### src/rfile_pkg.sv
// constants and types of the register file
// assumes one 200 MHz clock, AXI4-Lite access
// Behaviour
// - thirteen visible registers, banked data/address/frame-base counted once
// - data, address and frame base come in two banks chosen by bank flag
// - data registers are 16 bit; first two also written as byte halves
// - 32-bit data operands pair reg two over zero and three over one
// - address registers 16 bit; pair with register one as upper half
// - frame base and static base are 16-bit addressing bases
// - vector table base is 20 bits, start of the vector table
// - vector table base reachable as upper 4 bits and lower 16 bits
// - program counter is 20 bits, address of the next instruction
// - user and interrupt stack pointers are separate 16-bit registers
// - stack select flag 0 picks interrupt pointer, 1 picks user pointer
// - stack select cleared on hardware acknowledge or software interrupt 0..31
// - flag register is 11 bits holding all processor state bits
// - carry flag loads the alu carry, borrow or shifted-out bit
// - zero flag is 1 for a zero result, else 0
// - sign flag is 1 for a negative result, else 0
// - overflow flag is 1 on overflow, else 0
// - maskable interrupts blocked while enable flag is 0
// - interrupt enable flag cleared whenever an interrupt is acknowledged
// - 3-bit priority level; request accepted only if strictly higher
// - reserved flag bit reads undefined; software writes it as 0
package rfile_pkg;
    localparam int FLG_C = 0;
    localparam int FLG_D = 1;
    localparam int FLG_Z = 2;
    localparam int FLG_S = 3;
    localparam int FLG_B = 4;
    localparam int FLG_O = 5;
    localparam int FLG_I = 6;
    localparam int FLG_U = 7;
    localparam int FLG_IPL = 8;
    localparam int FLG_W = 11;
    localparam int VTB_W = 20;
    localparam int PC_W = 20;
    localparam int SWI_HW_MAX = 31;
    localparam logic [15:0] RST_REG16 = 16'h0000;
    localparam logic [19:0] RST_REG20 = 20'h00000;
    localparam logic [10:0] RST_FLG = 11'h000;
    // word offsets, byte address bits 7:0
    localparam logic [7:0] OFF_BANK0 = 8'h00;
    localparam logic [7:0] OFF_BANK1 = 8'h20;
    localparam logic [7:0] OFF_VTB = 8'h40;
    localparam logic [7:0] OFF_VTB_UP = 8'h44;
    localparam logic [7:0] OFF_VTB_LO = 8'h48;
    localparam logic [7:0] OFF_PC = 8'h4c;
    localparam logic [7:0] OFF_USP = 8'h50;
    localparam logic [7:0] OFF_ISP = 8'h54;
    localparam logic [7:0] OFF_SB = 8'h58;
    localparam logic [7:0] OFF_FLG = 8'h5c;
    localparam logic [7:0] OFF_SP = 8'h60;
    localparam logic [7:0] OFF_PAIR_LO = 8'h64;
    localparam logic [7:0] OFF_PAIR_HI = 8'h68;
    localparam logic [7:0] OFF_APAIR = 8'h6c;
    localparam int BANK_SLOTS = 7;
    localparam int SLOT_FB = 6;
    localparam logic [1:0] RESP_OKAY = 2'b00;
    localparam logic [1:0] RESP_SLVERR = 2'b10;
    typedef enum logic [3:0] {
        RFILE_SEL_D0, RFILE_SEL_D1, RFILE_SEL_D2, RFILE_SEL_D3,
        RFILE_SEL_A0, RFILE_SEL_A1, RFILE_SEL_FB, RFILE_SEL_SB,
        RFILE_SEL_USP, RFILE_SEL_ISP, RFILE_SEL_SP, RFILE_SEL_VTB,
        RFILE_SEL_VTB_UP, RFILE_SEL_VTB_LO, RFILE_SEL_PC, RFILE_SEL_FLG
    } rfile_sel_t;
    typedef enum logic [1:0] {
        RFILE_PAIR_LOW, RFILE_PAIR_HIGH, RFILE_PAIR_ADDR, RFILE_PAIR_NONE
    } rfile_pair_t;
endpackage

### src/rfile_core.sv
// core register file: banks, bases, pc, stacks, flags
// assumes datapath and interrupt sequencer on aclk; software over AXI4-Lite
`timescale 1ns/1ps
`default_nettype none
module rfile_core (
    // clock and reset
    input wire logic aclk,
    input wire logic aresetn,
    // axi4-lite write address and data
    input wire logic [31:0] s_axi_awaddr,
    input wire logic s_axi_awvalid,
    output logic s_axi_awready,
    input wire logic [31:0] s_axi_wdata,
    input wire logic [3:0] s_axi_wstrb,
    input wire logic s_axi_wvalid,
    output logic s_axi_wready,
    // axi4-lite write response
    output logic [1:0] s_axi_bresp,
    output logic s_axi_bvalid,
    input wire logic s_axi_bready,
    // axi4-lite read
    input wire logic [31:0] s_axi_araddr,
    input wire logic s_axi_arvalid,
    output logic s_axi_arready,
    output logic [31:0] s_axi_rdata,
    output logic [1:0] s_axi_rresp,
    output logic s_axi_rvalid,
    input wire logic s_axi_rready,
    // datapath 16/20-bit write
    input wire logic core_wr_en,
    input wire rfile_pkg::rfile_sel_t core_wr_sel,
    input wire logic [19:0] core_wr_data,
    input wire logic [1:0] core_wr_byte,
    // datapath 32-bit pair write
    input wire rfile_pkg::rfile_pair_t core_wr32_sel,
    input wire logic [31:0] core_wr32_data,
    // datapath read
    input wire rfile_pkg::rfile_sel_t core_rd_sel,
    output logic [19:0] core_rd_data,
    // alu flag update: c, z, s, o
    input wire logic [3:0] alu_flag_we,
    input wire logic alu_carry,
    input wire logic alu_overflow,
    input wire logic [15:0] alu_result,
    input wire logic alu_byte,
    // interrupt sequencing
    input wire logic irq_req,
    input wire logic irq_maskable,
    input wire logic [2:0] irq_level,
    input wire logic irq_ack,
    input wire logic swi_exec,
    input wire logic [5:0] swi_num,
    output logic irq_accept,
    // registered views
    output logic [31:0] data_pair_low,
    output logic [31:0] data_pair_high,
    output logic [31:0] addr_pair,
    output logic [15:0] active_stack_ptr,
    output logic [15:0] frame_base,
    output logic [15:0] static_base,
    output logic [19:0] vector_table_base,
    output logic [19:0] program_counter,
    output logic [10:0] processor_flags
);
    import rfile_pkg::*;

    function automatic logic [15:0] merge16(
        input logic [15:0] old, input logic [15:0] nw, input logic [1:0] be);
        merge16 = {be[1] ? nw[15:8] : old[15:8], be[0] ? nw[7:0] : old[7:0]};
    endfunction

    function automatic logic [19:0] merge20(
        input logic [19:0] old, input logic [19:0] nw, input logic [2:0] be);
        merge20 = {be[2] ? nw[19:16] : old[19:16], merge16(old[15:0], nw[15:0], be[1:0])};
    endfunction

    // storage; slots 0-3 data, 4-5 address, 6 frame base
    logic [15:0] bank_q [0:1][0:BANK_SLOTS-1];
    logic [15:0] user_sp;
    logic [15:0] irq_sp;
    logic [15:0] sb_q;
    logic [19:0] vtb_q;
    logic [19:0] pc_q;
    logic [10:0] flg_q;

    // axi state
    logic aw_held;
    logic w_held;
    logic [7:0] aw_off;
    logic aw_hi_ok;
    logic [31:0] wdata_q;
    logic [3:0] wstrb_q;

    wire bank = flg_q[FLG_B];
    wire sp_user = flg_q[FLG_U];
    wire [2:0] priority_level = flg_q[FLG_IPL +: 3];
    wire [15:0] sp_cur = sp_user ? user_sp : irq_sp;

    // axi write decode
    wire wr_go = aw_held && w_held && !s_axi_bvalid;
    wire wr_bank0 = aw_off[7:5] == OFF_BANK0[7:5] && aw_off[4:2] != 3'd7;
    wire wr_bank1 = aw_off[7:5] == OFF_BANK1[7:5] && aw_off[4:2] != 3'd7;
    wire wr_bank_hit = aw_hi_ok && (wr_bank0 || wr_bank1);
    wire wr_bsel = wr_bank1;
    wire [2:0] wr_slot = aw_off[4:2];
    wire wr_vtb = aw_hi_ok && aw_off[7:2] == OFF_VTB[7:2];
    wire wr_vtb_up = aw_hi_ok && aw_off[7:2] == OFF_VTB_UP[7:2];
    wire wr_vtb_lo = aw_hi_ok && aw_off[7:2] == OFF_VTB_LO[7:2];
    wire wr_pc = aw_hi_ok && aw_off[7:2] == OFF_PC[7:2];
    wire wr_usp = aw_hi_ok && aw_off[7:2] == OFF_USP[7:2];
    wire wr_isp = aw_hi_ok && aw_off[7:2] == OFF_ISP[7:2];
    wire wr_sb = aw_hi_ok && aw_off[7:2] == OFF_SB[7:2];
    wire wr_flg = aw_hi_ok && aw_off[7:2] == OFF_FLG[7:2];
    wire wr_ro = aw_hi_ok && aw_off[7:4] == OFF_SP[7:4];
    wire wr_ok = wr_bank_hit || wr_vtb || wr_vtb_up || wr_vtb_lo || wr_pc
        || wr_usp || wr_isp || wr_sb || wr_flg || wr_ro;
    wire [15:0] wd16 = wdata_q[15:0];
    wire [19:0] wd20 = wdata_q[19:0];
    wire [1:0] be16 = wstrb_q[1:0];
    wire [2:0] be20 = wstrb_q[2:0];

    // core write decode
    wire core_bank = core_wr_en && core_wr_sel <= RFILE_SEL_FB;
    wire [2:0] core_slot = core_wr_sel[2:0];
    wire core_byte_ok = core_wr_sel == RFILE_SEL_D0 || core_wr_sel == RFILE_SEL_D1;
    wire [1:0] core_be = core_byte_ok ? core_wr_byte : 2'b11;
    wire core_usp = core_wr_en && (core_wr_sel == RFILE_SEL_USP
        || (core_wr_sel == RFILE_SEL_SP && sp_user));
    wire core_isp = core_wr_en && (core_wr_sel == RFILE_SEL_ISP
        || (core_wr_sel == RFILE_SEL_SP && !sp_user));
    wire core_sel_flg = core_wr_en && core_wr_sel == RFILE_SEL_FLG;

    // zero and sign from an 8- or 16-bit result
    wire res_zero = alu_byte ? alu_result[7:0] == 8'h00 : alu_result == 16'h0000;
    wire res_neg = alu_byte ? alu_result[7] : alu_result[15];
    wire swi_hw_range = swi_num <= 6'(SWI_HW_MAX);

    // banked registers
    always_ff @(posedge aclk) begin
        if (!aresetn) begin
            for (int b = 0; b < 2; b++) begin
                for (int s = 0; s < BANK_SLOTS; s++) begin
                    bank_q[b][s] <= RST_REG16;
                end
            end
        end else begin
            if (wr_go && wr_bank_hit) begin
                bank_q[wr_bsel][wr_slot] <= merge16(bank_q[wr_bsel][wr_slot], wd16, be16);
            end
            if (core_bank) begin
                bank_q[bank][core_slot] <= merge16(bank_q[bank][core_slot],
                    core_wr_data[15:0], core_be);
            end
            case (core_wr32_sel)
                RFILE_PAIR_LOW: begin
                    bank_q[bank][2] <= core_wr32_data[31:16];
                    bank_q[bank][0] <= core_wr32_data[15:0];
                end
                RFILE_PAIR_HIGH: begin
                    bank_q[bank][3] <= core_wr32_data[31:16];
                    bank_q[bank][1] <= core_wr32_data[15:0];
                end
                RFILE_PAIR_ADDR: begin
                    bank_q[bank][5] <= core_wr32_data[31:16];
                    bank_q[bank][4] <= core_wr32_data[15:0];
                end
                default: begin
                end
            endcase
        end
    end

    // stacks, static base, vector table base, program counter
    always_ff @(posedge aclk) begin
        if (!aresetn) begin
            user_sp <= RST_REG16;
            irq_sp <= RST_REG16;
            sb_q <= RST_REG16;
            vtb_q <= RST_REG20;
            pc_q <= RST_REG20;
        end else begin
            if (wr_go && wr_usp) user_sp <= merge16(user_sp, wd16, be16);
            if (wr_go && wr_isp) irq_sp <= merge16(irq_sp, wd16, be16);
            if (wr_go && wr_sb) sb_q <= merge16(sb_q, wd16, be16);
            if (wr_go && wr_vtb) vtb_q <= merge20(vtb_q, wd20, be20);
            if (wr_go && wr_vtb_up && be16[0]) vtb_q[19:16] <= wd16[3:0];
            if (wr_go && wr_vtb_lo) vtb_q[15:0] <= merge16(vtb_q[15:0], wd16, be16);
            if (wr_go && wr_pc) pc_q <= merge20(pc_q, wd20, be20);
            if (core_usp) user_sp <= core_wr_data[15:0];
            if (core_isp) irq_sp <= core_wr_data[15:0];
            if (core_wr_en && core_wr_sel == RFILE_SEL_SB) sb_q <= core_wr_data[15:0];
            if (core_wr_en && core_wr_sel == RFILE_SEL_VTB) vtb_q <= core_wr_data;
            if (core_wr_en && core_wr_sel == RFILE_SEL_VTB_UP) begin
                vtb_q[19:16] <= core_wr_data[3:0];
            end
            if (core_wr_en && core_wr_sel == RFILE_SEL_VTB_LO) begin
                vtb_q[15:0] <= core_wr_data[15:0];
            end
            if (core_wr_en && core_wr_sel == RFILE_SEL_PC) pc_q <= core_wr_data;
        end
    end

    // flags; hardware updates land last and win over software writes
    always_ff @(posedge aclk) begin
        if (!aresetn) begin
            flg_q <= RST_FLG;
        end else begin
            if (wr_go && wr_flg) begin
                flg_q <= 11'(merge16({5'h00, flg_q}, wd16, be16));
            end
            if (core_sel_flg) flg_q <= core_wr_data[10:0];
            if (alu_flag_we[0]) flg_q[FLG_C] <= alu_carry;
            if (alu_flag_we[1]) flg_q[FLG_Z] <= res_zero;
            if (alu_flag_we[2]) flg_q[FLG_S] <= res_neg;
            if (alu_flag_we[3]) flg_q[FLG_O] <= alu_overflow;
            if (irq_ack || swi_exec) flg_q[FLG_I] <= 1'b0;
            if (irq_ack || (swi_exec && swi_hw_range)) begin
                flg_q[FLG_U] <= 1'b0;
            end
        end
    end

    // software read mux
    wire [7:0] ar_off = s_axi_araddr[7:0];
    wire ar_hi_ok = s_axi_araddr[31:8] == 24'h000000;
    wire ar_b1 = ar_off[7:5] == OFF_BANK1[7:5];
    logic [31:0] rd_mux;
    logic rd_ok;
    always_comb begin
        rd_mux = 32'h00000000;
        rd_ok = ar_hi_ok;
        if (ar_off[7:6] == 2'b00 && ar_off[4:2] != 3'd7) begin
            rd_mux = {16'h0000, bank_q[ar_b1][ar_off[4:2]]};
        end else begin
            case (ar_off[7:2])
                OFF_VTB[7:2]: rd_mux = {12'h000, vtb_q};
                OFF_VTB_UP[7:2]: rd_mux = {28'h0000000, vtb_q[19:16]};
                OFF_VTB_LO[7:2]: rd_mux = {16'h0000, vtb_q[15:0]};
                OFF_PC[7:2]: rd_mux = {12'h000, pc_q};
                OFF_USP[7:2]: rd_mux = {16'h0000, user_sp};
                OFF_ISP[7:2]: rd_mux = {16'h0000, irq_sp};
                OFF_SB[7:2]: rd_mux = {16'h0000, sb_q};
                OFF_FLG[7:2]: rd_mux = {21'h000000, flg_q};
                OFF_SP[7:2]: rd_mux = {16'h0000, sp_cur};
                OFF_PAIR_LO[7:2]: rd_mux = {bank_q[bank][2], bank_q[bank][0]};
                OFF_PAIR_HI[7:2]: rd_mux = {bank_q[bank][3], bank_q[bank][1]};
                OFF_APAIR[7:2]: rd_mux = {bank_q[bank][5], bank_q[bank][4]};
                default: rd_ok = 1'b0;
            endcase
        end
    end

    // datapath read mux, current bank
    logic [19:0] core_mux;
    always_comb begin
        core_mux = 20'h00000;
        case (core_rd_sel)
            RFILE_SEL_D0, RFILE_SEL_D1, RFILE_SEL_D2, RFILE_SEL_D3,
            RFILE_SEL_A0, RFILE_SEL_A1, RFILE_SEL_FB:
                core_mux = {4'h0, bank_q[bank][core_rd_sel[2:0]]};
            RFILE_SEL_SB: core_mux = {4'h0, sb_q};
            RFILE_SEL_USP: core_mux = {4'h0, user_sp};
            RFILE_SEL_ISP: core_mux = {4'h0, irq_sp};
            RFILE_SEL_SP: core_mux = {4'h0, sp_cur};
            RFILE_SEL_VTB: core_mux = vtb_q;
            RFILE_SEL_VTB_UP: core_mux = {16'h0000, vtb_q[19:16]};
            RFILE_SEL_VTB_LO: core_mux = {4'h0, vtb_q[15:0]};
            RFILE_SEL_PC: core_mux = pc_q;
            RFILE_SEL_FLG: core_mux = {9'h000, flg_q};
            default: core_mux = 20'h00000;
        endcase
    end

    // interrupt acceptance
    wire prio_ok = irq_level > priority_level;
    wire mask_ok = !irq_maskable || flg_q[FLG_I];
    wire next_irq_accept = irq_req && prio_ok && mask_ok;

    // axi write channel
    always_ff @(posedge aclk) begin
        if (!aresetn) begin
            aw_held <= 1'b0;
            w_held <= 1'b0;
            aw_off <= 8'h00;
            aw_hi_ok <= 1'b0;
            wdata_q <= 32'h00000000;
            wstrb_q <= 4'h0;
            s_axi_bvalid <= 1'b0;
            s_axi_bresp <= RESP_OKAY;
        end else begin
            if (s_axi_awvalid && s_axi_awready) begin
                aw_held <= 1'b1;
                aw_off <= s_axi_awaddr[7:0];
                aw_hi_ok <= s_axi_awaddr[31:8] == 24'h000000;
            end
            if (s_axi_wvalid && s_axi_wready) begin
                w_held <= 1'b1;
                wdata_q <= s_axi_wdata;
                wstrb_q <= s_axi_wstrb;
            end
            if (wr_go) begin
                aw_held <= 1'b0;
                w_held <= 1'b0;
                s_axi_bvalid <= 1'b1;
                s_axi_bresp <= wr_ok ? RESP_OKAY : RESP_SLVERR;
            end else if (s_axi_bready) begin
                s_axi_bvalid <= 1'b0;
            end
        end
    end

    wire next_awready = !aw_held && !(s_axi_awvalid && s_axi_awready);
    wire next_wready = !w_held && !(s_axi_wvalid && s_axi_wready);

    // ready flops, read channel, registered views
    always_ff @(posedge aclk) begin
        if (!aresetn) begin
            s_axi_awready <= 1'b0;
            s_axi_wready <= 1'b0;
            s_axi_arready <= 1'b0;
            s_axi_rvalid <= 1'b0;
            s_axi_rdata <= 32'h00000000;
            s_axi_rresp <= RESP_OKAY;
            core_rd_data <= 20'h00000;
            irq_accept <= 1'b0;
            data_pair_low <= 32'h00000000;
            data_pair_high <= 32'h00000000;
            addr_pair <= 32'h00000000;
            active_stack_ptr <= RST_REG16;
        end else begin
            s_axi_awready <= next_awready && !wr_go;
            s_axi_wready <= next_wready && !wr_go;
            s_axi_arready <= !s_axi_rvalid && !(s_axi_arvalid && s_axi_arready);
            if (s_axi_arvalid && s_axi_arready) begin
                s_axi_rvalid <= 1'b1;
                s_axi_rdata <= rd_ok ? rd_mux : 32'h00000000;
                s_axi_rresp <= rd_ok ? RESP_OKAY : RESP_SLVERR;
            end else if (s_axi_rready) begin
                s_axi_rvalid <= 1'b0;
            end
            core_rd_data <= core_mux;
            irq_accept <= next_irq_accept;
            data_pair_low <= {bank_q[bank][2], bank_q[bank][0]};
            data_pair_high <= {bank_q[bank][3], bank_q[bank][1]};
            addr_pair <= {bank_q[bank][5], bank_q[bank][4]};
            active_stack_ptr <= sp_cur;
        end
    end

    assign frame_base = bank_q[bank][SLOT_FB];
    assign static_base = sb_q;
    assign vector_table_base = vtb_q;
    assign program_counter = pc_q;
    assign processor_flags = flg_q;
endmodule // rfile_core
`default_nettype wire

### config.mk
export PLATFORM = sky130hd
export DESIGN_NAME = rfile_core
export DESIGN_NICKNAME = d
export VERILOG_FILES = /design/src/rfile_pkg.sv /design/src/rfile_core.sv
export SDC_FILE = /design/constraint.sdc
export NUM_CORES = 1
export LEC_CHECK = 0
export ABC_CLOCK_PERIOD_IN_PS = 4160
export BUFFER_PORTS_ARGS = -buffer_cell sky130_fd_sc_hd__buf_4
export CAP_MARGIN = 40
export CORE_ASPECT_RATIO = 1.4
export CORE_MARGIN = 4
export CORE_UTILIZATION = 40
export DETAILED_ROUTE_END_ITERATION = 8
export SETUP_SLACK_MARGIN = 0.02
export SLEW_MARGIN = 20
export SYNTH_ARGS = -nofsm -noshare
export SYNTH_HDL_FRONTEND = slang
export SYNTH_SLANG_ARGS = --single-unit
### constraint.sdc
create_clock -name aclk -period 4.16 [get_ports aclk]
set_clock_uncertainty 0.1 [all_clocks]
set_input_delay 0.416 -clock aclk [delete_from_list [all_inputs] [get_ports aclk]]
set_output_delay 0.416 -clock aclk [all_outputs]
set_load 0.03 [all_outputs]
==> flow_metrics.env <==
export IMPL_wl_um=150800
export IMPL_final_util=0.4970
export IMPL_cts_num_sinks=528
export IMPL_syn_to_final_growth_pct=22.80
export IMPL_drt_iter0_drc=4268
export IMPL_maxCapViolCount=0
export IMPL_ys_ff_latch=528
export IMPL_die_x_um=243.7
export IMPL_path_cells="buf_4, mux4_2, a221oi_1, o21ai_1, nand2_1, o221ai_1"
export IMPL_grt_max_degree=190
export IMPL_gr_total_overflow=0
export IMPL_io_buffer_count=440
export IMPL_grt_usage=0.3504
export IMPL_holdPathStages=3
export IMPL_r2r_cells=6
export IMPL_synth_cell_types=95
export IMPL_post_route_min_period_ns=3.350
export IMPL_critPathSlowestCell="dfxtp_4"
export IMPL_postCtsSetupBuffers=0
export IMPL_die_area_um2=82370
export IMPL_yosysWarnings=0
export IMPL_cp_top_family="compound AO/OA/AOI/OAI gates"
export IMPL_grt_first_pass_wirelength_um=211100
export IMPL_synth_edf_count=224
export IMPL_critPathMaxFanout=32
export IMPL_syn_area_um2=31110
export IMPL_irDropWorstVdd_v=0.0003071
export IMPL_hold_end="bank_q[0][111]$_DFFE_PP_"
export IMPL_fmax_mhz=298.5
export IMPL_cts_tree="done"
export IMPL_p_leak_nw=14.15
export IMPL_cts_root_buf="clkbuf_16"
export IMPL_max_slew_margin=0.2564
export IMPL_netlist_instances=3305
export IMPL_gp_congestion=1.007
export IMPL_post_drt_wl_per_cell_um=31.38
export IMPL_report_final_slew_viol_count=0
export IMPL_syn_area_per_cell_um2=9.414
export IMPL_setup_violations_final=0
export IMPL_power_density_nw_per_um2=353.3
export IMPL_clk_path_buf_depth=3
export IMPL_final_cell_mix="buf_4, nand2_1, nor2_1, dfxtp_1, mux2i_1"
export IMPL_worstMarginPinSlew_ns=1.115
export IMPL_coreArea_um2=76870
export IMPL_r2r_end="bank_q[1][98]$_DFFE_PP_"
export IMPL_post_cts_resized=0
export IMPL_cp_arrival_ns=3.59
export IMPL_die_h_um=338.0
export IMPL_place_inst=4645
export IMPL_final_common_cell="buf_4"
export IMPL_ctsHtreeMaxLevel=2
export IMPL_via_per_inst=6.422
export IMPL_regArea_um2=12820
export IMPL_first_global_vias=28650
export IMPL_drc=0
export IMPL_io_pins=465
export IMPL_postRouteAntennaNets=0
export IMPL_cp_required_ns=4.40
export IMPL_status="complete, no violations"
export IMPL_multi_input_area_um2=16900
export IMPL_dp_final_hpwl_um=115100
export IMPL_place_area_um2=35720
export IMPL_hold_buffers=57
export IMPL_reg2reg_slack_ns=0.81
export IMPL_hold_start="core_wr32_data[15]"
export IMPL_critical_path_n_buffers_inverters=1
export IMPL_timing_rr_start="aw_off[2]$_SDFFE_PN0P_"
export IMPL_synth_area_leaders="edfxtp_1, dfxtp_1, mux4_2, mux2i_1, nand2_1"
export IMPL_nFillCells=7355
export IMPL_grt_antenna_before_repair=3
export IMPL_timing_hold_ws_ns=0.02217
export IMPL_ys_async_sr_fraction=0
export IMPL_finalNonFillerCells=4804
export IMPL_min_path_type="in2reg"
export IMPL_clk_pin_slew_worst_paths_ns=0.07
export IMPL_synth_top_area_share=0.2162
export IMPL_num_nets_final=3934
export IMPL_end_kind="register"
export IMPL_yosysTopAreaCell="edfxtp_1"
export IMPL_firstDrtPassIters=6
export IMPL_cpPeakStageDelay_ns=0.74
export IMPL_tns_ns=0
export IMPL_rsz0062_at_grt="no"
export IMPL_start_util=0.4047
export IMPL_num_rows=120
export IMPL_clock_latency_ns=0.65
export IMPL_worstSetupStartpointType="register"
export IMPL_seq_area_frac_synth=0.4118
export IMPL_vias=30850
export IMPL_numCtsBuffers=52
export IMPL_drive_gt1_frac=0.2398
export IMPL_hold_viol_final=0
export IMPL_crit_type="reg2reg"
export IMPL_synth_ff_type="dfxtp_1"
export IMPL_finalCritPeriodShare=0.8054
export IMPL_fin_area_um2=38210
[kinds of logic (layout without fill, tap and decap cells)]
group                      after synthesis  count (layout)  synth area share
and+or+nand+nor                       1077            1077            0.1494
AOI/OAI and AO/OA                      931             931            0.1924
DFF                                    528             528            0.4118
muxes                                  441             441            0.1973
buffers and inverters                  323             783           0.04754
adders and majority gates                3               3          0.001207
other                                    1               3         0.0001205
xor gates and xnor gates                 1               1         0.0002816
[power breakdown]
group / internal (mW) / total (mW) / switching [mW] / leakage [nW]
Combinational: 0.861 / 2.34 / 1.48 / 8.42
Clock: 2.98 / 5.26 / 2.29 / 0.923
Sequential: 5.63 / 5.89 / 0.260 / 4.81
Total: 9.47 / 13.5 / 4.03 / 14.2
[cell usage after synthesis (all sizes together), types with 36 or more instances]
master / n
nand2: 445
nor2: 404
dfxtp: 304
mux2i: 272
o21ai: 264
edfxtp: 224
a21oi: 218
clkbuf: 163
mux4: 134
buf: 131
o22ai: 85
a211oi: 79
nand3: 66
o221ai: 41
o211ai: 36
[cell type report]
type / count / area share
clock buffers: 68 / 0.04084
multi-input cells: 2455 / 0.4423
well taps: 1037 / 0.03396
inverters: 29 / 0.003046
clock inverters: 29 / 0.008318
flip-flops and latches: 528 / 0.3356
repair buffers: 657 / 0.1359
diodes: 1 / 0.00006550
[per-layer routing]
metal	global-route usage	share of wire	wire length, um	up-vias
met1	0.4406	0.37	55230	15040
met5	0	0.00013	20	-
met4	0.2310	0.084	12670	2
met2	0.5519	0.45	67160	2079
li1	-	-	-	13220
met3	0.06757	0.10	15690	507
[sequential cells by signal (all words and copies together) (netlist names), 3 cells and up, named ones only]
name               count
bank_q               224
addr_pair             32
data_pair_high        32
data_pair_low         32
s_axi_rdata           32
core_rd_data          20
program_counter       20
vector_table_base     20
wdata_q               20
active_stack_ptr      16
irq_sp                16
static_base           16
user_sp               16
processor_flags       11
aw_off                 6
wstrb_q                3
[worst reg2reg max path, delay by kind of cell, from the launching register on]
| family | cells | cell delay, ns |
|---|---|---|
| and+or+nand+nor | 1 | 0.46 |
| AOI/OAI and AO/OA | 3 | 0.91 |
| DFF | 1 | 0.74 |
| muxes | 1 | 0.52 |
| buffers and inverters | 1 | 0.35 |
[through the flow]
stage | total power [mW] | worst slack (ns)
detailed placement | 8.213 | 0.8168
global placement | 8.183 | 0.8597
global route | 13.78 | 0.7246
CTS | 13.43 | 0.9569
finish | 13.50 | 0.8095
floorplan | 7.146 | 0.3021
[worst max path at each step]
stage | from | to | slack (ns) | depth (start not counted)
finish | aw_off[2]$_SDFFE_PN0P_ | bank_q[1][98]$_DFFE_PP_ | 0.81 | 6
CTS | aw_off[2]$_SDFFE_PN0P_ | bank_q[1][98]$_DFFE_PP_ | 0.96 | 6
floorplan | s_axi_bvalid$_SDFFE_PN0P_ | bank_q[0][32]$_DFFE_PP_ | 0.30 | 5
global placement | aresetn | bank_q[1][44]$_DFFE_PP_ | 0.86 | 7
detailed placement | core_wr_sel[0] | bank_q[0][46]$_DFFE_PP_ | 0.82 | 8
global route | aw_off[2]$_SDFFE_PN0P_ | bank_q[1][98]$_DFFE_PP_ | 0.72 | 6
Power figures use the tool's default switching activity.
